$ cat config.mk
export PLATFORM = sky130hd
export DESIGN_NAME = modbus_serial_port_config
export DESIGN_NICKNAME = d
export VERILOG_FILES = /design/src/design/modbus_port_pkg.sv /design/src/design/serial_port_ctrl.sv /design/src/design/modbus_serial_port_config.sv
export SDC_FILE = /design/constraint.sdc
export NUM_CORES = 2
export LEC_CHECK = 0
export BUFFER_PORTS_ARGS = -buffer_cell sky130_fd_sc_hd__buf_2
export CORE_MARGIN = 2
export CORE_UTILIZATION = 58
export DETAILED_ROUTE_END_ITERATION = 8
export MAX_ROUTING_LAYER = met4
export PLACE_DENSITY = 0.76
export SYNTH_ARGS = -nofsm -noshare
export SYNTH_HDL_FRONTEND = slang
export SYNTH_SLANG_ARGS = --single-unit
$ cat constraint.sdc
create_clock -name clk_sys -period 85.2 [get_ports clk_sys]
set_input_delay 12.78 -clock clk_sys [delete_from_list [all_inputs] [get_ports clk_sys]]
set_output_delay 12.78 -clock clk_sys [all_outputs]
set_load 0.01 [all_outputs]
$ cat src/design/modbus_port_pkg.sv
// shared constants, types and helpers of the serial port configuration block
package modbus_port_pkg;
  localparam int NUM_PORTS = 2;
  localparam int CLK_HZ = 25000000;
  localparam int CLK_NS = 40;
  localparam int MS_NS = 1000000;
  localparam int MS_CYCLES = MS_NS / CLK_NS;
  localparam int CNT_W = 16;
  localparam int DIV_W = 18;
  localparam int CUST_UNIT_BPS = 100;

  localparam logic [7:0] ADDR_BCAST = 8'h00;
  localparam logic [7:0] ADDR_MIN = 8'h01;
  localparam logic [7:0] ADDR_MAX = 8'hfe;
  localparam logic [7:0] ADDR_RST = 8'h01;
  localparam logic [3:0] BAUD_RST = 4'h3;
  localparam logic [3:0] BAUD_CUSTOM = 4'h8;
  localparam logic [12:0] CUST_MIN = 13'h0001;
  localparam logic [12:0] CUST_MAX = 13'h1388;
  localparam logic [12:0] CUST_RST = 13'h0060;
  localparam logic [11:0] MS_MAX = 12'hbb8;
  localparam logic [11:0] DELAY_RST = 12'h000;
  localparam logic [11:0] TMO_RST = 12'h0c8;

  localparam logic [7:0] OFS_CFG = 8'h00;
  localparam logic [7:0] OFS_CUST = 8'h04;
  localparam logic [7:0] OFS_DELAY = 8'h08;
  localparam logic [7:0] OFS_TMO = 8'h0c;
  localparam logic [7:0] PORT_STRIDE = 8'h10;
  localparam logic [7:0] OFS_STATUS = 8'h20;
  localparam logic [7:0] OFS_MASK = 8'h24;
  localparam logic [7:0] OFS_STATE = 8'h28;

  localparam int EV_ACC = 0;
  localparam int EV_DIS = 1;
  localparam int EV_REPLY = 2;
  localparam int EV_TMO = 3;
  localparam int EV_W = 4;
  localparam int ST_W = EV_W * NUM_PORTS;

  typedef enum logic [1:0] {PAR_NONE, PAR_ODD, PAR_EVEN} parity_t;

  typedef struct packed {
    logic       startPowerOn;
    logic       masterMode;
    logic       rtuMode;
    logic       twoStop;
    parity_t    parity;
    logic       eightBits;
    logic [3:0] baudSel;
    logic [7:0] stationAddr;
  } port_cfg_t;

  localparam port_cfg_t CFG_RST = '{1'b0, 1'b0, 1'b0, 1'b0, PAR_EVEN, 1'b0,
                                    BAUD_RST, ADDR_RST};

  typedef struct packed {
    logic       frameValid;
    logic [7:0] frameAddr;
    logic       frameEnd;
    logic       reqSent;
    logic       replyDone;
  } port_in_t;

  typedef struct packed {
    logic active;
    logic accepted;
    logic discarded;
    logic replyGo;
    logic rxTimeout;
    logic baudTick;
  } port_out_t;

  // clock cycles per bit for a rate selection
  function automatic logic [DIV_W-1:0] baudDiv(input logic [3:0] sel,
                                               input logic [12:0] cust);
    int d;
    case (sel)
      4'h0: d = CLK_HZ / 1200;
      4'h1: d = CLK_HZ / 2400;
      4'h2: d = CLK_HZ / 4800;
      4'h3: d = CLK_HZ / 9600;
      4'h4: d = CLK_HZ / 19200;
      4'h5: d = CLK_HZ / 38400;
      4'h6: d = CLK_HZ / 57600;
      4'h7: d = CLK_HZ / 115200;
      4'h8: d = CLK_HZ / (int'(cust) * CUST_UNIT_BPS);
      default: d = CLK_HZ / 9600;
    endcase
    return DIV_W'(d);
  endfunction

  // byte-lane merge of a write
  function automatic logic [31:0] mergeBytes(input logic [31:0] old,
                                             input logic [31:0] data,
                                             input logic [3:0] strb);
    logic [31:0] r;
    r = old;
    for (int i = 0; i < 4; i++)
      if (strb[i]) r[8*i +: 8] = data[8*i +: 8];
    return r;
  endfunction
endpackage

$ cat src/design/serial_port_ctrl.sv
// per-port addressing, start gating, reply delay and receive timeout
`timescale 1ns/1ps
module serial_port_ctrl
  import modbus_port_pkg::*;
#(
  parameter int MsCycles = MS_CYCLES
) (
  // clock and reset
  input  wire logic                       clk_sys,
  input  wire logic                       rst,
  input  wire logic                       ce,
  // settings
  input  wire modbus_port_pkg::port_cfg_t cfg,
  input  wire logic [11:0]                delayMs,
  input  wire logic [11:0]                tmoMs,
  input  wire logic                       runLevel,
  // traffic
  input  wire modbus_port_pkg::port_in_t  pin,
  output logic                            active,
  output logic                            accepted,
  output logic                            discarded,
  output logic                            replyGo,
  output logic                            rxTimeout
);
  import modbus_port_pkg::*;

  logic             runSeen, next_runSeen, started, next_started;
  logic             owed, next_owed, dlyRun, next_dlyRun, tmoRun, next_tmoRun;
  logic [11:0]      dlyCnt, next_dlyCnt, tmoCnt, next_tmoCnt;
  logic [CNT_W-1:0] dlyPre, next_dlyPre, tmoPre, next_tmoPre;
  logic             next_accepted, next_discarded, next_replyGo, next_rxTimeout;
  logic             hit, bcast;

  assign active = cfg.startPowerOn | started;
  assign bcast = pin.frameAddr == ADDR_BCAST;
  assign hit = cfg.masterMode | bcast | (pin.frameAddr == cfg.stationAddr);

  always_comb
  begin
    next_runSeen = runLevel;
    next_started = started;
    if (runLevel & ~runSeen) next_started = 1'b1;
    if (~runLevel) next_started = 1'b0;
    next_accepted = pin.frameValid & active & hit;
    next_discarded = pin.frameValid & active & ~hit;
    next_owed = owed;
    if (next_accepted) next_owed = ~cfg.masterMode & ~bcast;
    if (next_discarded) next_owed = 1'b0;
    next_dlyRun = dlyRun;
    next_dlyCnt = dlyCnt;
    next_dlyPre = dlyPre;
    next_replyGo = 1'b0;
    if (pin.frameEnd & owed & active)
    begin
      next_owed = 1'b0;
      next_dlyRun = 1'b1;
      next_dlyCnt = delayMs;
      next_dlyPre = '0;
    end
    else if (dlyRun)
    begin
      if (dlyCnt == 12'h000)
      begin
        next_dlyRun = 1'b0;
        next_replyGo = 1'b1;
      end
      else if (dlyPre == CNT_W'(MsCycles - 1))
      begin
        next_dlyPre = '0;
        next_dlyCnt = dlyCnt - 12'h001;
      end
      else next_dlyPre = dlyPre + 1'b1;
    end
    next_tmoRun = tmoRun;
    next_tmoCnt = tmoCnt;
    next_tmoPre = tmoPre;
    next_rxTimeout = 1'b0;
    if (pin.reqSent & cfg.masterMode & active & (tmoMs != 12'h000))
    begin
      next_tmoRun = 1'b1;
      next_tmoCnt = tmoMs;
      next_tmoPre = '0;
    end
    else if (pin.replyDone | ~active) next_tmoRun = 1'b0;
    else if (tmoRun)
    begin
      if (tmoPre == CNT_W'(MsCycles - 1))
      begin
        next_tmoPre = '0;
        next_tmoCnt = tmoCnt - 12'h001;
        if (tmoCnt == 12'h001)
        begin
          next_tmoRun = 1'b0;
          next_rxTimeout = 1'b1;
        end
      end
      else next_tmoPre = tmoPre + 1'b1;
    end
  end

  always_ff @(posedge clk_sys)
  begin
    if (rst)
    begin
      runSeen <= 1'b1;
      started <= 1'b0;
      owed <= 1'b0;
      dlyRun <= 1'b0;
      dlyCnt <= '0;
      dlyPre <= '0;
      tmoRun <= 1'b0;
      tmoCnt <= '0;
      tmoPre <= '0;
      accepted <= 1'b0;
      discarded <= 1'b0;
      replyGo <= 1'b0;
      rxTimeout <= 1'b0;
    end
    else if (ce)
    begin
      runSeen <= next_runSeen;
      started <= next_started;
      owed <= next_owed;
      dlyRun <= next_dlyRun;
      dlyCnt <= next_dlyCnt;
      dlyPre <= next_dlyPre;
      tmoRun <= next_tmoRun;
      tmoCnt <= next_tmoCnt;
      tmoPre <= next_tmoPre;
      accepted <= next_accepted;
      discarded <= next_discarded;
      replyGo <= next_replyGo;
      rxTimeout <= next_rxTimeout;
    end
  end
endmodule

$ cat src/design/modbus_serial_port_config.sv
// two-port serial station configuration with register slave and interrupt
//
// Our own choices: the address map and register access over AXI4-Lite.
`timescale 1ns/1ps
module modbus_serial_port_config
  import modbus_port_pkg::*;
#(
  parameter int MsCycles = MS_CYCLES
) (
  // clock and reset
  input  wire logic                      clk_sys,
  input  wire logic                      rst,
  input  wire logic                      ce,
  // register bus write
  input  wire logic [7:0]                awaddr,
  input  wire logic [2:0]                awprot,
  input  wire logic                      awvalid,
  output logic                           awready,
  input  wire logic [31:0]               wdata,
  input  wire logic [3:0]                wstrb,
  input  wire logic                      wvalid,
  output logic                           wready,
  output logic [1:0]                     bresp,
  output logic                           bvalid,
  input  wire logic                      bready,
  // register bus read
  input  wire logic [7:0]                araddr,
  input  wire logic [2:0]                arprot,
  input  wire logic                      arvalid,
  output logic                           arready,
  output logic [31:0]                    rdata,
  output logic [1:0]                     rresp,
  output logic                           rvalid,
  input  wire logic                      rready,
  // controller run state pin
  input  wire logic                      runPin,
  // port traffic and settings
  input  wire modbus_port_pkg::port_in_t  portIn [NUM_PORTS],
  output modbus_port_pkg::port_out_t      portOut [NUM_PORTS],
  output modbus_port_pkg::port_cfg_t      portCfg [NUM_PORTS],
  // interrupt
  output logic                           irq
);
  import modbus_port_pkg::*;

  localparam logic [1:0] RESP_OK = 2'b00;
  localparam logic [1:0] RESP_ERR = 2'b10;

  // run pin filter
  logic [2:0] runSync, next_runSync;
  logic       runLevel, next_runLevel;

  // register file
  port_cfg_t   cfg [NUM_PORTS];
  port_cfg_t   next_cfg [NUM_PORTS];
  logic [12:0] cust [NUM_PORTS];
  logic [12:0] next_cust [NUM_PORTS];
  logic [11:0] dly [NUM_PORTS];
  logic [11:0] next_dly [NUM_PORTS];
  logic [11:0] tmo [NUM_PORTS];
  logic [11:0] next_tmo [NUM_PORTS];
  logic [ST_W-1:0] status, next_status, mask, next_mask, events;
  logic        next_irq;

  // bus state
  logic        wrGo, rdGo;
  logic        next_bvalid, next_rvalid;
  logic [1:0]  next_bresp, next_rresp;
  logic [31:0] next_rdata;

  // bit-rate timing
  logic [DIV_W-1:0] baudCnt [NUM_PORTS];
  logic [DIV_W-1:0] next_baudCnt [NUM_PORTS];
  logic [DIV_W-1:0] div [NUM_PORTS];
  logic [NUM_PORTS-1:0] tick, next_tick;

  // per-port engines
  logic [NUM_PORTS-1:0] active, accepted, discarded, replyGo, rxTimeout;

  assign wrGo = awvalid & wvalid & ~bvalid;
  assign rdGo = arvalid & ~rvalid;
  assign awready = wrGo;
  assign wready = wrGo;
  assign arready = rdGo;

  // three-stage run pin filter
  always_comb
  begin
    next_runSync = {runSync[1:0], runPin};
    next_runLevel = runLevel;
    if (runSync[1] == runSync[2]) next_runLevel = runSync[2];
  end

  always_ff @(posedge clk_sys)
  begin
    if (rst)
    begin
      runSync <= '0;
      runLevel <= 1'b0;
    end
    else if (ce)
    begin
      runSync <= next_runSync;
      runLevel <= next_runLevel;
    end
  end

  // register writes and event capture
  always_comb
  begin
    logic [31:0] merged;
    logic [7:0]  ofs;
    logic        ok;
    int          p;
    merged = '0;
    ofs = '0;
    ok = 1'b0;
    p = 0;
    next_cfg = cfg;
    next_cust = cust;
    next_dly = dly;
    next_tmo = tmo;
    next_mask = mask;
    next_status = status | events;
    next_bvalid = bvalid & ~bready;
    next_bresp = bresp;
    if (wrGo)
    begin
      ofs = {awaddr[7:2], 2'b00};
      next_bvalid = 1'b1;
      if (ofs < OFS_STATUS)
      begin
        p = int'(ofs[7:4]);
        ofs = {4'h0, ofs[3:0]};
        case (ofs)
          OFS_CFG:
          begin
            merged = mergeBytes(32'(cfg[p]), wdata, wstrb);
            ok = merged[7:0] >= ADDR_MIN && merged[7:0] <= ADDR_MAX
                 && merged[11:8] <= BAUD_CUSTOM
                 && merged[14:13] != 2'b11;
            if (ok) next_cfg[p] = port_cfg_t'(merged[$bits(port_cfg_t)-1:0]);
          end
          OFS_CUST:
          begin
            merged = mergeBytes(32'(cust[p]), wdata, wstrb);
            ok = merged[12:0] >= CUST_MIN && merged[12:0] <= CUST_MAX
                 && merged[31:13] == '0;
            if (ok) next_cust[p] = merged[12:0];
          end
          OFS_DELAY:
          begin
            merged = mergeBytes(32'(dly[p]), wdata, wstrb);
            ok = merged[11:0] <= MS_MAX && merged[31:12] == '0;
            if (ok) next_dly[p] = merged[11:0];
          end
          OFS_TMO:
          begin
            merged = mergeBytes(32'(tmo[p]), wdata, wstrb);
            ok = merged[11:0] <= MS_MAX && merged[31:12] == '0;
            if (ok) next_tmo[p] = merged[11:0];
          end
          default: ok = 1'b0;
        endcase
      end
      else if (ofs == OFS_STATUS)
      begin
        ok = 1'b1;
        merged = mergeBytes(32'h0, wdata, wstrb);
        next_status = (status & ~merged[ST_W-1:0]) | events;
      end
      else if (ofs == OFS_MASK)
      begin
        ok = 1'b1;
        merged = mergeBytes(32'(mask), wdata, wstrb);
        next_mask = merged[ST_W-1:0];
      end
      next_bresp = ok ? RESP_OK : RESP_ERR;
    end
    next_irq = |(next_status & next_mask);
  end

  always_ff @(posedge clk_sys)
  begin
    if (rst)
    begin
      for (int i = 0; i < NUM_PORTS; i++)
      begin
        cfg[i] <= CFG_RST;
        cust[i] <= CUST_RST;
        dly[i] <= DELAY_RST;
        tmo[i] <= TMO_RST;
      end
      status <= '0;
      mask <= '0;
      bvalid <= 1'b0;
      bresp <= RESP_OK;
      irq <= 1'b0;
    end
    else if (ce)
    begin
      cfg <= next_cfg;
      cust <= next_cust;
      dly <= next_dly;
      tmo <= next_tmo;
      status <= next_status;
      mask <= next_mask;
      bvalid <= next_bvalid;
      bresp <= next_bresp;
      irq <= next_irq;
    end
  end

  // register reads
  always_comb
  begin
    logic [7:0] ofs;
    int         p;
    ofs = {araddr[7:2], 2'b00};
    p = int'(ofs[7:4]);
    next_rvalid = rvalid & ~rready;
    next_rdata = rdata;
    next_rresp = rresp;
    if (rdGo)
    begin
      next_rvalid = 1'b1;
      next_rresp = RESP_OK;
      next_rdata = '0;
      if (ofs < OFS_STATUS)
      begin
        case ({4'h0, ofs[3:0]})
          OFS_CFG: next_rdata = 32'(cfg[p]);
          OFS_CUST: next_rdata = 32'(cust[p]);
          OFS_DELAY: next_rdata = 32'(dly[p]);
          OFS_TMO: next_rdata = 32'(tmo[p]);
          default: next_rresp = RESP_ERR;
        endcase
      end
      else if (ofs == OFS_STATUS) next_rdata = 32'(status);
      else if (ofs == OFS_MASK) next_rdata = 32'(mask);
      else if (ofs == OFS_STATE) next_rdata = {29'h0, runLevel, active};
      else next_rresp = RESP_ERR;
    end
  end

  always_ff @(posedge clk_sys)
  begin
    if (rst)
    begin
      rvalid <= 1'b0;
      rdata <= '0;
      rresp <= RESP_OK;
    end
    else if (ce)
    begin
      rvalid <= next_rvalid;
      rdata <= next_rdata;
      rresp <= next_rresp;
    end
  end

  // bit-rate tick per port, reloaded at zero or when the count is at or above a new rate's divisor
  always_comb
  begin
    for (int i = 0; i < NUM_PORTS; i++)
    begin
      div[i] = baudDiv(cfg[i].baudSel, cust[i]);
      next_tick[i] = 1'b0;
      next_baudCnt[i] = baudCnt[i] - 1'b1;
      if (baudCnt[i] == '0 || baudCnt[i] >= div[i])
      begin
        next_baudCnt[i] = div[i] - 1'b1;
        next_tick[i] = active[i];
      end
    end
  end

  always_ff @(posedge clk_sys)
  begin
    if (rst)
    begin
      for (int i = 0; i < NUM_PORTS; i++) baudCnt[i] <= '0;
      tick <= '0;
    end
    else if (ce)
    begin
      baudCnt <= next_baudCnt;
      tick <= next_tick;
    end
  end

  // independent engine for each port
  for (genvar g = 0; g < NUM_PORTS; g++)
  begin : gPort
    serial_port_ctrl #(
      .MsCycles (MsCycles)
    ) uCtrl (
      .clk_sys   (clk_sys),
      .rst       (rst),
      .ce        (ce),
      .cfg       (cfg[g]),
      .delayMs   (dly[g]),
      .tmoMs     (tmo[g]),
      .runLevel  (runLevel),
      .pin       (portIn[g]),
      .active    (active[g]),
      .accepted  (accepted[g]),
      .discarded (discarded[g]),
      .replyGo   (replyGo[g]),
      .rxTimeout (rxTimeout[g])
    );
    assign events[g*EV_W + EV_ACC] = accepted[g];
    assign events[g*EV_W + EV_DIS] = discarded[g];
    assign events[g*EV_W + EV_REPLY] = replyGo[g];
    assign events[g*EV_W + EV_TMO] = rxTimeout[g];
    assign portOut[g] = '{active[g], accepted[g], discarded[g], replyGo[g],
                          rxTimeout[g], tick[g]};
    assign portCfg[g] = cfg[g];
  end
endmodule

* Yosys cells after proc, flatten, opt, wreduce, memory -nomap -nowiden
Cells that the tools add are included.
** Storage, ports and cells
- Flip-flop bits (word level) :: 337
- Output and inout port bits :: 92
- Word-level logic and storage cells :: 432
** Cells by class
- $add $sub $neg :: 12
- Multiply operators :: 2
- Divide/modulo/power cells :: 2
- $lt $le $gt $ge :: 14
- Eq/ne operators :: 40
- Mux-type cells :: 197
- Bitwise logic cells :: 52
- Reductions and logical operators :: 54
** Operators with widths (number)
- $mux 8 :: 66
- $mux 12 :: 29
- $pmux 18 s8 :: 2
- $mux 16 :: 16
- $mux 19 :: 7
- $pmux 32 s4 :: 1
- $mux 13 :: 7
- $sub 18x1->18 const B :: 4
- $add 16x1->16 const B :: 4
- $div 26x32->32 const A :: 2
- $eq 16x15->1 const B :: 4
- $ge 32x2->1 const B :: 2
- $not 4->32 :: 2
- $bwmux 24 :: 2
- $mux 1 :: 48
- $sub 12x1->12 const B :: 4
- $logic_not 20->1 :: 2
- $bwmux 38 :: 1
- $ge 18x18->1 :: 2
- $logic_not 18->1 :: 2
- $mul 13x5->18 const B :: 2
- $mux 18 :: 2
- $eq 4x3->1 const B :: 8
- $lt 32x1->1 const B :: 1
- 47 further kinds :: 153

* Longest topological paths before layout
- Depth in word-level cells :: 16
- Depth in mapped cells :: 462
- Depth with buffers taken out :: 420

* Modules after synthesis
Synthesis repeated with hierarchy kept, for this count alone.
** Unflattened totals
- Cells, all modules :: 9634
- Area, all modules :: 68819.8 um2
** Modules (own cells, without submodules)
- modbus_serial_port_config :: instances 1, cells each 8686, area each 61207.5 um2, seq. area each 3883.7 um2
- serial_port_ctrl :: instances 2, cells each 474, area each 3806.2 um2, seq. area each 1301.2 um2

* Worst setup path before layout
OpenSTA, ideal clock, no wires.
- Kind :: register to register
- Start :: register cust[0] in the netlist's numbering
- End :: register baudCnt[9] in the netlist's numbering
- Setup time :: 0.122 ns
- Data arrival time :: 83.556 ns
- Path slack :: 1.522 ns
- Cell stages (with the launch flop) :: 439
- Path buffers :: 44
- Period minus slack after synthesis :: 83.678 ns
- Cell sequence :: dfxtp_1 clkbuf_1 inv_1 clkbuf_1 clkbuf_1 ha_1 ha_1 ha_1 inv_1 fa_1 nor2b_1 o31ai_2 a22oi_1 xnor2_1 nand3_1 nor3_2 clkbuf_1 nand3_1 [403 not listed] a21oi_1 nor2b_1 o21ai_0 nand2b_1 a211oi_1 inv_2 nor2_1 a21o_1 nand2_1 nor2_1 nand2_1 or2_2 nor2_1 nand2_1 or3_1 buf_2 nor3b_1 a311o_1
** On the way
- Longest elaborated chain between the ends :: 6
- Elaborated cells between the ends (all ways) :: 7
- Classes of those cells :: add/sub: 1; mul: 1; div: 1; order compare: 1; mux: 2; reduce/logical: 1
** Ends and longest elaborated chain
- start: declaration :: line modbus_serial_port_config.sv:56 : logic [12:0] cust [NUM_PORTS];
- start signal: assignment :: line modbus_serial_port_config.sv:203 : cust <= next_cust;
- $mul 13x5->18 * :: line modbus_port_pkg.sv:87 : 4'h8: d = CLK_HZ / (int'(cust) * CUST_UNIT_BPS);
- $div 26x32->32 * :: line modbus_port_pkg.sv:87
- $pmux 18 s8 * :: line modbus_port_pkg.sv:78 : case (sel)
- $ge 18x18->1 :: line modbus_serial_port_config.sv:270 : if (baudCnt[i] == '0 || baudCnt[i] >= div[i])
- $logic_or 1x1->1 :: line modbus_serial_port_config.sv:270
- $mux 18 * :: line modbus_serial_port_config.sv:270
- end signal: assignment :: line modbus_serial_port_config.sv:287 : baudCnt <= next_baudCnt;
- end: declaration :: line modbus_serial_port_config.sv:72 : logic [DIV_W-1:0] baudCnt [NUM_PORTS];
Every way passes the cells marked *; elsewhere a longest branch is shown, timed or not.
A chain may end at the register's enable or synchronous reset.

* Worst setup path in the final report
Ends and elaborated chain as after synthesis.

==> summary.md <==
| Metric | Value |
|---|---|
| Post-Route WL | 236000 um |
| Synth Area in Compound Gates | 30.5% |
| Vias post-DR | 76322 |
| Port buffer count | 157 |
| Clock root buffer | clkbuf_16 |
| CTS clk-pin slew, worst paths | 0.06 ns |
| Drt wl/cell | 20.5 um |
| Die ar. | 0.121 sq mm |
| Final worst path period need | 80.81 ns |
| CP Max Fanout | 31 |
| Final #Nets | 10946 |
| Crit path DAT | 81.22 ns |
| Asr flop ratio synth | 0% |
| Most common library cells after synthesis | nor2_1 (1171), nand2_1 (894), ha_1 (866) |
| Synthesized flop and latch total | 322 |
| CP Launch Type | register |
| Yosys top cell area share | 15.8% |
| Adder-cell area share of the yosys netlist | 16.3% |
| Peak Freq | 0.0124 GHz |
| Residual DRC | 0 |
| Top post-synthesis cells by area | ha_1 (16%), dfxtp_1 (9.4%), nor2_1 (6.4%) |
| CP max-delay cell | or4b_2 |
| Ratio of final minimum period to clock period | 94.8% |
| Post-Synth Simple-Gate Area | 25.2% |
| Max cap viols | 0 |
| Die height | 347 um |
| Multi-input combinational cell area | 0.0602 sq mm |
| Placed cell count | 11366 |
| Final-report setup violation count | 0 |
| Yosys Warn Count | 0 |
| CTS tree | built |
| Slew Limit Headroom | 19.0% |
| Mux contribution to synthesized area | 6.65% |
| Buf/Inv on CP | 23 |
| Post-synth top area cell | ha_1 |
| Core outline area | 0.117 sq mm |
| Number of global-route vias before repair | 70202 |
| Syn avg cell area | 7.08 sq um |
| Final Hold Fails | 0 |
| Top delay family on crit path | compound AO/OA/AOI/OAI gates |
| Total CTS buffers | 34 |
| Layout cell share with drive strength beyond 1 | 13.2% |
| Worst EP required | 85.61 ns |
| Die Wd | 347 um |
| Via density | 6.62 |
| Cell Rows | 125 |
| CP peak stage delay | 0.68 ns |
| Initial antenna violation count | 6 |
| Drt first pass iters | 8 |
| Iter 0 DRT Violations | 8017 |
| Skew-Pair Late Insertion Delay | 0.54 ns |
| Distinct cells, synth | 135 |
| Pin count of the biggest net entering global routing | 91 |
| Remaining global-route overflow | 0 |
| First-pass GRT wire length | 368000 um |
| Longest Clk Path Bufs | 3 |
| Worst slew pin tran | 1.20 ns |
| Slew Limit Fails | 0 |
| Most common flop cell mapped by yosys | dfxtp_1 |
| Largest family of logic cells by synthesized area | compound AO/OA/AOI/OAI gates |
| Syn Std Cell Area | 0.0684 sq mm |
| Starting Density | 58.7% |
| Critical path class | reg -> reg |
| Cell count after synthesis | 9662 |
| Hold-fix buffers, CTS | 0 |
| GRT Resource Usage Total | 37.7% |
| H-tree depth | 2 |
| P&R area growth vs syn | 10.8% |
| Worst hold path class | reg -> reg |
| GP Congestion | 1.01 |
| Post-Synth XOR/XNOR Area | 7.48% |
| Seq/Total Area, Yosys | 9.43% |
| Number of enable flip-flop cells after synthesis | 0 |
| FILL cells | 10319 |
| Top-count cell post-synth | nor2_1 |
| Crit path capture type | register |
| Fin cells | 11527 |
| Status | complete, no violations |
| Clk sinks | 322 |
| Post-route ant nets | 0 |
| IO Count | 183 |
| Register area | 0.00649 sq mm |
| Worst-case clock skew | 0.0218 ns |
| Dpl hpwl | 180000 um |
-- registers in the layout, summed over array words and instances (netlist names), 3 cells and up --
name	count
tmo	24
gPort.uCtrl.dlyCnt	24
runSync	3
gPort.uCtrl.tmoCnt	24
mask	8
dly	24
portCfg	38
gPort.uCtrl.tmoPre	32
gPort.uCtrl.dlyPre	32
cust	26
status	8
rdata	19
baudCnt	36
-- per-layer routing --
layer  global-route usage (%)  part of all wire (%)
met1                     50.1                    43
met2                     59.6                    44
met3                     3.80                   9.0
met4                     12.9                   4.0
met5                        -                     0
-- placed cells by master, fill, tap and decap left out, drive strengths merged, types with 122 or more instances in the layout --
cell / count
a211oi: 152
mux2i: 200
a21o: 241
xnor2: 377
dfxtp: 322
o21ai: 660
nand4: 122
xor2: 205
inv: 376
mux2: 174
nor2b: 145
nand2: 896
nand3: 242
o31ai: 138
a21oi: 804
buf: 625
nand2b: 185
nor3: 252
nor2: 1175
ha: 866
o21a: 210
-- through the flow --
step / utilization, % / instance area, sq um / setup TNS, ns / setup WS (ns) / hold WS, ns
2_1_floorplan: - / 68400 / 0 / 1.52 / 0.436
3_3_place_gp: 62.3 / 72600 / 0 / 1.24 / 0.443
3_5_place_dp: 62.3 / 72600 / -0.0405 / -0.0405 / 0.467
4_1_cts: 63.5 / 73900 / 0 / 0.0225 / 0.476
5_1_grt: 65.0 / 75700 / -3.58 / -0.422 / 0.494
6_report: 65.0 / 75700 / 0 / 4.39 / 0.478
-- final timing paths --
path | end | slack (ns) | cells past startpoint | from
worst max-delay path | baudCnt[9]$_SDFFE_PP0P_ | 4.39 | 406 | cust[0]$_SDFFE_PP0P_
worst min register to register | gPort[0].uCtrl.tmoPre[1]$_SDFFE_PP0P_ | 0.48 | 2 | gPort[0].uCtrl.tmoPre[1]$_SDFFE_PP0P_
worst max register to register | baudCnt[9]$_SDFFE_PP0P_ | 4.39 | 406 | cust[0]$_SDFFE_PP0P_
worst min-delay path | gPort[0].uCtrl.tmoPre[1]$_SDFFE_PP0P_ | 0.48 | 2 | gPort[0].uCtrl.tmoPre[1]$_SDFFE_PP0P_
-- what timing repair did --
| action | 4_1_cts | 5_1_grt |
|---|---|---|
| setup endpoints to repair | 10 | 38 |
| buffers inserted | 0 | 90 |
| endpoints found under the hold margin | 0 | 0 |
| gates cloned | 0 | 5 |
| pin swaps | 0 | 69 |
| gates resized for setup | 5 | 288 |
-- cells by family (layout without fill, tap and decap cells) --
kind of cell / Yosys count / count (layout)
AND/OR/NAND/NOR: 3610 / 3612
AO/OA/AOI/OAI: 3119 / 3121
adder cells (fa/ha/maj): 882 / 882
buffers and inverters: 747 / 1065
XOR/XNOR: 582 / 582
multiplexers: 399 / 399
flip-flops: 322 / 322
other: 1 / 20
-- tightest hold or removal path, stage by stage (launching register included) --
cell,delay [ns]
dfxtp_1,0.32
nand2_1,0.06
a21oi_1,0.05
-- final cells by class --
class / count / area share [%]
Timing Repair Buffer: 625 / 5.83
Multi-Input combinational cell: 8611 / 79.5
Clock buffer: 49 / 1.39
Clock inverter: 12 / 0.320
Sequential cell: 322 / 8.56
Antenna cell: 5 / 0.0165
Tap cell: 1524 / 2.52
Inverter: 379 / 1.88
Power is left out: the tool's default activity adds up to more than one toggle a clock period on the data nets, which glitch-free logic cannot reach.
